===== config.mk =====
export PLATFORM = sky130hd
export DESIGN_NAME = eapl_alert
export DESIGN_NICKNAME = d
export VERILOG_FILES = /design/src/rtl/eapl_alert.v
export VERILOG_INCLUDE_DIRS = /design/src /design/src/rtl
export SDC_FILE = /design/constraint.sdc
export NUM_CORES = 1
export LEC_CHECK = 0
export BUFFER_PORTS_ARGS = -buffer_cell sky130_fd_sc_hd__buf_4
export CORE_MARGIN = 2
export CORE_UTILIZATION = 38
export DETAILED_ROUTE_END_ITERATION = 10
export PLACE_DENSITY = 0.62
export SETUP_SLACK_MARGIN = 0.15
export SYNTH_ARGS = -nofsm -noshare
export SYNTH_HDL_FRONTEND = slang
export SYNTH_SLANG_ARGS = --single-unit

===== constraint.sdc =====
create_clock -name ref_clk_i -period 3.6 [get_ports ref_clk_i]
set_input_delay 0.18 -clock ref_clk_i [delete_from_list [all_inputs] [get_ports ref_clk_i]]
set_output_delay 0.18 -clock ref_clk_i [all_outputs]
set_load 0.05 [all_outputs]

===== src/rtl/eapl_defines.vh =====
// Purpose: Constants for the alert pulse block
// Assumes: 200 MHz reference clock, 5 ns period
// Notes on behaviour
// - An alert-worthy event in Normal or Stop mode drives the pin low for the pulse width, then drives it high again.
// - The pin stays high for at least the minimum gap between two pulses.
// - Emitting a pulse never changes the operating mode.
// - Class select 0 means wake-only alerts (default), 1 means wake plus failure alerts.
// - In wake class a wake event alerts only when its source is enabled for wake-up.
// - In global class failures also alert, and the wake pin level register never does.
// - Core undervoltage, watchdog fail, core short, thermal level two, fail output, power-on and device state never alert.
// - A Stop command with any wake status bit still set raises a pulse.
// - Readable event status registers update at each falling edge of the pulse; the wake level register updates every cycle.
// - Captured events stay latched until cleared by host command; the wake level register is not latched.
// - In Init mode the pin acts as a configuration selector sensed by level.
// - The configuration level is filtered for about 7 us before it is accepted.
`ifndef EAPL_DEFINES_VH
`define EAPL_DEFINES_VH
`define EAPL_CLK_MHZ 200
`define EAPL_PULSE_US 100
`define EAPL_GAP_US 100
`define EAPL_CFG_FLT_US 7
`define EAPL_PULSE_CYC (`EAPL_PULSE_US * `EAPL_CLK_MHZ)
`define EAPL_GAP_CYC (`EAPL_GAP_US * `EAPL_CLK_MHZ)
`define EAPL_CFG_FLT_CYC (`EAPL_CFG_FLT_US * `EAPL_CLK_MHZ)
`define EAPL_MODE_INIT 2'h0
`define EAPL_MODE_NORMAL 2'h1
`define EAPL_MODE_STOP 2'h2
`define EAPL_MODE_OTHER 2'h3
`endif


===== src/rtl/eapl_alert.v =====
// Purpose: Active-low alert pulse and Init-mode configuration sensing
// Assumes: Status event inputs are same-clock pulses; pin input is async
// Notes: Pulse and gap counts exceed 4096 cycles, so they are parameters
`timescale 1ns/1ps
`include "eapl_defines.vh"
module eapl_alert #(
  parameter W = 8,
  parameter F = 8,
  parameter PULSE_CYC = `EAPL_PULSE_CYC,
  parameter GAP_CYC = `EAPL_GAP_CYC,
  parameter CFG_FLT_CYC = `EAPL_CFG_FLT_CYC
) (
  input wire ref_clk_i,
  input wire rst_n_i,
  input wire [1:0] mode_i,
  input wire class_global_i,
  input wire [W-1:0] wake_one_event_i,
  input wire [W-1:0] wake_one_enable_i,
  input wire [W-1:0] wake_two_event_i,
  input wire [W-1:0] wake_two_enable_i,
  input wire [W-1:0] wake_one_clear_i,
  input wire [W-1:0] wake_two_clear_i,
  input wire [F-1:0] fail_event_i,
  input wire [F-1:0] fail_clear_i,
  input wire [W-1:0] wake_level_i,
  input wire stop_cmd_i,
  input wire alert_pin_i,
  output reg alert_n_o,
  output reg alert_oe_o,
  output reg [W-1:0] wake_event_status_one_o,
  output reg [W-1:0] wake_event_status_two_o,
  output reg [F-1:0] fail_status_o,
  output reg [W-1:0] wake_pin_level_status_o,
  output reg cfg_sel_o,
  output reg cfg_valid_o
);
  localparam ST_IDLE = 2'h0;
  localparam ST_PULSE = 2'h1;
  localparam ST_GAP = 2'h2;
  localparam ST_SPARE = 2'h3;
  localparam CW = 16;
  localparam [CW-1:0] CNT_ZERO = 16'h0000;
  localparam [CW-1:0] CNT_ONE = 16'h0001;
  // Counts run down to zero, so each load is one short
  localparam [CW-1:0] PULSE_LOAD = PULSE_CYC[CW-1:0] - CNT_ONE;
  localparam [CW-1:0] GAP_LOAD = GAP_CYC[CW-1:0] - CNT_ONE;
  localparam [CW-1:0] FLT_LAST = CFG_FLT_CYC[CW-1:0] - CNT_ONE;

  // Pulse sequencer
  reg [1:0] st_q;
  reg [1:0] st_d;
  reg [CW-1:0] cnt_q;
  reg [CW-1:0] cnt_d;
  reg pend_q;
  reg pend_d;
  reg alert_n_d;
  reg alert_oe_d;

  // Event latches and visible status copies
  reg [W-1:0] lat_one_q;
  reg [W-1:0] lat_one_d;
  reg [W-1:0] lat_two_q;
  reg [W-1:0] lat_two_d;
  reg [F-1:0] lat_fail_q;
  reg [F-1:0] lat_fail_d;
  reg [W-1:0] vis_one_d;
  reg [W-1:0] vis_two_d;
  reg [F-1:0] vis_fail_d;
  reg [W-1:0] lvl_d;

  // Configuration pin sensing
  reg pin_s1_q;
  reg pin_s2_q;
  reg flt_lvl_q;
  reg [CW-1:0] flt_q;
  reg [CW-1:0] flt_d;
  reg cfg_sel_d;
  reg cfg_valid_d;

  wire new_one;
  wire new_two;
  wire new_fail;
  wire any_wake;
  wire stop_trig;
  wire trig;
  wire run;
  wire in_init;

  // Set beats clear so an event in the clear cycle survives
  function [W-1:0] wake_lat_nx;
    input [W-1:0] cur;
    input [W-1:0] clr;
    input [W-1:0] set;
    begin
      wake_lat_nx = (cur & ~clr) | set;
    end
  endfunction

  // Same rule for the failure latches
  function [F-1:0] fail_lat_nx;
    input [F-1:0] cur;
    input [F-1:0] clr;
    input [F-1:0] set;
    begin
      fail_lat_nx = (cur & ~clr) | set;
    end
  endfunction

  // Zero marks the last cycle of a phase
  function cnt_done;
    input [CW-1:0] cnt;
    begin
      cnt_done = (cnt == CNT_ZERO);
    end
  endfunction

  function [CW-1:0] cnt_dec;
    input [CW-1:0] cnt;
    begin
      cnt_dec = cnt - CNT_ONE;
    end
  endfunction

  function mode_is_init;
    input [1:0] md;
    begin
      mode_is_init = (md == `EAPL_MODE_INIT);
    end
  endfunction

  // Alerts only in Normal and Stop mode
  function mode_is_run;
    input [1:0] md;
    begin
      mode_is_run = (md == `EAPL_MODE_NORMAL) | (md == `EAPL_MODE_STOP);
    end
  endfunction

  // Failures that force reset or fail-safe stay off fail_event_i
  assign new_one = |(wake_one_event_i & wake_one_enable_i);
  assign new_two = |(wake_two_event_i & wake_two_enable_i);
  assign new_fail = class_global_i & (|fail_event_i);
  assign any_wake = (|lat_one_q) | (|lat_two_q);
  assign stop_trig = stop_cmd_i & any_wake;
  assign run = mode_is_run(mode_i);
  assign in_init = mode_is_init(mode_i);
  assign trig = new_one | new_two | new_fail | stop_trig;

  always @* begin
    lat_one_d = wake_lat_nx(lat_one_q, wake_one_clear_i,
      wake_one_event_i);
    lat_two_d = wake_lat_nx(lat_two_q, wake_two_clear_i,
      wake_two_event_i);
    lat_fail_d = fail_lat_nx(lat_fail_q, fail_clear_i,
      fail_event_i);
  end

  always @(posedge ref_clk_i) begin
    if (!rst_n_i) begin
      lat_one_q <= {W{1'b0}};
      lat_two_q <= {W{1'b0}};
      lat_fail_q <= {F{1'b0}};
    end else begin
      lat_one_q <= lat_one_d;
      lat_two_q <= lat_two_d;
      lat_fail_q <= lat_fail_d;
    end
  end

  // No mode output exists, so a pulse cannot change the mode
  always @* begin
    st_d = st_q;
    cnt_d = cnt_q;
    pend_d = pend_q;
    alert_n_d = alert_n_o;
    // Pin driven outside Init, released there for config sensing
    alert_oe_d = ~in_init;
    // Level register is live, never latched
    lvl_d = wake_level_i;
    // Clears reach the visible copy at once
    vis_one_d = wake_event_status_one_o & ~wake_one_clear_i;
    vis_two_d = wake_event_status_two_o & ~wake_two_clear_i;
    vis_fail_d = fail_status_o & ~fail_clear_i;
    case (st_q)
      ST_IDLE: begin
        if (run & (trig | pend_q)) begin
          st_d = ST_PULSE;
          cnt_d = PULSE_LOAD;
          pend_d = 1'b0;
          alert_n_d = 1'b0;
          // Next latch value, so the triggering event shows as well
          vis_one_d = lat_one_d;
          vis_two_d = lat_two_d;
          vis_fail_d = lat_fail_d;
        end else if (!run) begin
          // Held events are dropped outside Normal and Stop
          pend_d = 1'b0;
        end
      end
      ST_PULSE: begin
        if (trig) begin
          pend_d = 1'b1;
        end
        if (cnt_done(cnt_q)) begin
          st_d = ST_GAP;
          cnt_d = GAP_LOAD;
          alert_n_d = 1'b1;
        end else begin
          cnt_d = cnt_dec(cnt_q);
        end
      end
      ST_GAP: begin
        if (trig) begin
          pend_d = 1'b1;
        end
        if (cnt_done(cnt_q)) begin
          st_d = ST_IDLE;
        end else begin
          cnt_d = cnt_dec(cnt_q);
        end
      end
      default: begin
        st_d = ST_IDLE;
        cnt_d = CNT_ZERO;
        alert_n_d = 1'b1;
      end
    endcase
  end

  always @(posedge ref_clk_i) begin
    if (!rst_n_i) begin
      st_q <= ST_IDLE;
      cnt_q <= CNT_ZERO;
      pend_q <= 1'b0;
    end else begin
      st_q <= st_d;
      cnt_q <= cnt_d;
      pend_q <= pend_d;
    end
  end

  // Outputs straight from flops
  always @(posedge ref_clk_i) begin
    if (!rst_n_i) begin
      alert_n_o <= 1'b1;
      alert_oe_o <= 1'b0;
      wake_event_status_one_o <= {W{1'b0}};
      wake_event_status_two_o <= {W{1'b0}};
      fail_status_o <= {F{1'b0}};
      wake_pin_level_status_o <= {W{1'b0}};
    end else begin
      alert_n_o <= alert_n_d;
      alert_oe_o <= alert_oe_d;
      wake_event_status_one_o <= vis_one_d;
      wake_event_status_two_o <= vis_two_d;
      fail_status_o <= vis_fail_d;
      wake_pin_level_status_o <= lvl_d;
    end
  end

  // Two flops before any logic reads the pin
  always @(posedge ref_clk_i) begin
    if (!rst_n_i) begin
      pin_s1_q <= 1'b0;
      pin_s2_q <= 1'b0;
      flt_lvl_q <= 1'b0;
    end else begin
      pin_s1_q <= alert_pin_i;
      pin_s2_q <= pin_s1_q;
      flt_lvl_q <= pin_s2_q;
    end
  end

  // Filter restarts on any change, so a short glitch never selects
  always @* begin
    flt_d = flt_q;
    cfg_sel_d = cfg_sel_o;
    cfg_valid_d = cfg_valid_o;
    if (!in_init) begin
      flt_d = CNT_ZERO;
    end else if (pin_s2_q != flt_lvl_q) begin
      flt_d = CNT_ZERO;
    end else if (flt_q < FLT_LAST) begin
      flt_d = flt_q + CNT_ONE;
    end else begin
      cfg_sel_d = flt_lvl_q;
      cfg_valid_d = 1'b1;
    end
  end

  always @(posedge ref_clk_i) begin
    if (!rst_n_i) begin
      flt_q <= CNT_ZERO;
      cfg_sel_o <= 1'b0;
      cfg_valid_o <= 1'b0;
    end else begin
      flt_q <= flt_d;
      cfg_sel_o <= cfg_sel_d;
      cfg_valid_o <= cfg_valid_d;
    end
  end
endmodule


==> impl_summary.txt <==
----------------------------------------------------
[Pwr]
  Comb pwr share ... 0.335
  Worst supply voltage drop on vdd ... 0.000291 V
  Clock group share of total power ... 0.282
  Switching power summed over all nets ... 0.00123 W
  Cell-internal power ... 0.00221 W
  Sequential power share ... 0.384
  Power per cell area ... 604 nW/um^2
  Net switching share of the total power ... 0.357
  Leakage power of the design ... 2.42 nW

[Global routing]
  Grt peak-use layer ... met2
  GR met2 Demand/Resource ... 0.303
  Wire length of the first global-routing pass ... 18.8 mm
  Pin count of the biggest net entering global routing ... 38
  Number of antenna violations at the first check in global routing ... 0
  Vias in the first global route ... 3932
  Total Routing Usage GR ... 0.183
  GR Util met3 ... 0.0457
  GRT Residual Overflow ... 0
  Met1 routing resource usage after global routing ... 0.234

[Synthesis]
  Dominant cell type by area after synthesis ... dfxtp_1
  Synth area leaders ... dfxtp_1 (44%), nand2_1 (6.0%), nor2_1 (5.4%)
  Sequential cell area fraction in the yosys report ... 0.444
  Yosys warning count ... 0
  Commonest cells in the netlist ... dfxtp_1 (98), nand2_1 (71), nor2_1 (63)
  Async set-reset flop share out of synthesis ... 0
  Dominant cell by count in the synthesized netlist ... dfxtp_1
  Area share of the largest cell type after synthesis ... 0.444
  Mean instance size in the synthesized netlist ... 8.47 um^2
  Synthesized flop and latch total ... 98
  Synthesized area ... 4410 um^2
  Net Count, Synth ... 609
  Count of flip-flops with a built-in enable after synthesis ... 0
  Synthesized netlist cell count ... 521
  Library cells used by synthesis ... 57
  Flip-flop cell with the highest count after synthesis ... dfxtp_1

[Floorplanning]
  Area enclosed by the die boundary ... 12500 um^2
  Vertical extent of the die ... 112 um
  Initial core utilization ... 0.388
  Chip Width ... 112 um
  Top-Level Pins ... 115
  Cell Rows ... 39
  Core Box Area ... 11400 um^2

[Setup path]
  Data required time of the critical path ... 3.86 ns
  Worst endpoint data arrival time ... 2.79 ns
  CP Class ... reg -> reg
  Critical Path Sink Type ... flop
  Maximum fanout along the worst path ... 22
  Category of the worst setup path launch point ... flop

[Clock network]
  Hold bufs inserted after CTS ... 0
  H-tree depth ... 3
  Number of post-CTS setup repair buffers ... 0
  Clk_lat worst skew ... 0.34 ns
  Buffer type at the clock tree root ... clkbuf_16
  Clock buffer count from CTS ... 9
  Post-cts gate resize count ... 0
  Clock-pin transition on the worst setup and hold timing paths ... 0.07 ns
  CTS tree ... yes
  Buffer levels on the longest clock path ... 2
  Num Clock Sinks ... 98

[Layout]
  Share of final-layout standard cells stronger than drive strength 1 ... 0.227
  # diodes ... 0
  Final #Nets ... 716
  Growth of design area from synthesis to finish ... 28.8%

[Detailed routing]
  DRC violation count after routing ... 0
  Total number of vias ... 4044
  Final routed wire length divided by cell count ... 14.4 um
  Routed wire length ... 11.2 mm
  Number of nets with antenna violations after detailed routing ... 0
  Via density ... 5.21
  Number of detailed-routing iterations run before antenna repair ... 5
  Starting DRT DRC Count ... 175

[Min path]
  Type of the most critical hold path ... in -> reg

[Outcome]
  Status ... finished clean

[STA]
  Number of failing setup endpoints in the final timing report ... 0
  Pins over their slew limit ... 0
  Worst slew margin relative to its limit ... 0.397
  Worst Max-Slew Pin Slew ... 0.899 ns
  Layout Skew ... 0.00675 ns
  Tightest hold margin ... 0.0383 ns
  FMAX ... 395 MHz
  Final hold vios ... 0
  Setup TNS ... 0 ns
  RSZ-0062 raised after global routing ... false
  Portion of the clock cycle consumed by the worst path in the final layout ... 0.703
  Time the final worst path needs with I/O delays and setup ... 2.53 ns

[Run]
  Max capacitance violation total ... 0

[Place]
  Count of input and output buffers ... 114
  HPWL after detailed placement ... 8.21 mm
  Final weighted congestion in routability-driven placement ... 0.822

----------------------------------------------------
-- cell families (layout without fill, tap and decap cells) --
group	Yosys count	after routing	synth area share
mux	5	5	0.0113
simple gates	248	248	0.295
flops	98	98	0.444
xor+xnor	10	10	0.0198
buf+inv	42	154	0.0400
compound gates	109	109	0.164
fa+ha+maj	9	9	0.0255
-- area by class of cell --
| class | count | area (um^2) |
|---|---|---|
| fill | 1085 | 5680 |
| multi-input combinational | 381 | 2280 |
| sequential | 98 | 1960 |
| timing repair buffer | 119 | 893 |
| clock buffer | 12 | 246 |
| tap | 143 | 179 |
| inverter | 19 | 71.3 |
| clock inverter | 4 | 51.3 |
-- through the flow --
step,cell area [um^2],utilization,setup WS [ns],std cells,total power [W]
after floorplan,4410,-,1.39,521,0.00214
after global placement,5390,0.474,1.16,760,0.00247
after detailed placement,5390,0.474,1.08,760,0.00248
after CTS,5690,0.500,1.05,776,0.00346
after global routing,5690,0.500,0.924,776,0.00364
final,5690,0.500,1.07,776,0.00343
-- sequential cells by signal, indices dropped and copies added, names as in the netlist --
signal                   cells
alert_oe_o                   1
cnt_q                       16
cfg_sel_o                    1
flt_lvl_q                    1
pin_s2_q                     1
flt_q                       16
wake_pin_level_status_o      8
wake_event_status_two_o      8
pend_q                       1
cfg_valid_o                  1
wake_event_status_one_o      8
pin_s1_q                     1
fail_status_o                8
alert_n_o                    1
lat_one_q                    8
st_q                         2
lat_two_q                    8
fail_lat_nx.cur              8
-- layer usage --
layer / part of all wire / wire [um] / vias to the layer above
met3: 0.064 / 717 / 16
li1: - / - / 2037
met5: 0 / 0 / -
met1: 0.45 / 4980 / 1860
met4: 0.019 / 210 / 0
met2: 0.47 / 5270 / 131
-- worst max-delay path, cell delays in order, from the launching register on --
cell	delay, ns
dfxtp_1	0.33
or4_4	0.51
o41ai_2	0.33
and4_4	0.30
a21oi_4	0.16
buf_4	0.26
or3b_1	0.37
a31oi_1	0.19
-- path summary, 6_finish.rpt --
path	startpoint	end	slack, ns	depth (start not counted)
min reg2reg	pin_s1_q	pin_s2_q	0.45	1
max	lat_one_q[2]	wake_event_status_one_o[1]	1.07	7
min	wake_level_i[7]	wake_pin_level_status_o[7]	0.04	2
max reg2reg	lat_one_q[2]	wake_event_status_one_o[1]	1.07	7
-- power by group through the flow --
| stage | sequential, W | combinational [W] | clock (W) |
|---|---|---|---|
| global route | 0.00134 | 0.00127 | 0.00104 |
| floorplan | 0.00149 | 0.000657 | 0 |
| detailed placement | 0.00134 | 0.00114 | 0 |
| finish | 0.00132 | 0.00115 | 0.000967 |
| global placement | 0.00134 | 0.00113 | 0 |
| CTS | 0.00132 | 0.00115 | 0.000990 |
-- cells in the final DEF, fill, tap and decap left out, drive strengths merged, types with 3 or more instances in the layout --
cell,instances
and3b,3
dfxtp,98
xor2,8
inv,19
nor4,6
nand3b,4
o211ai,6
nor2,63
and2,17
and4,3
o22ai,6
ha,9
a31oi,23
a21o,10
nand4,3
and3,3
nand3,14
or3b,17
clkbuf,12
nor4b,3
nor2b,18
mux2i,5
or4,9
a21boi,7
nand2,71
o21ai,14
buf,119
a21oi,22
nor3,9
No activity file was read; power rests on OpenSTA's default activity.
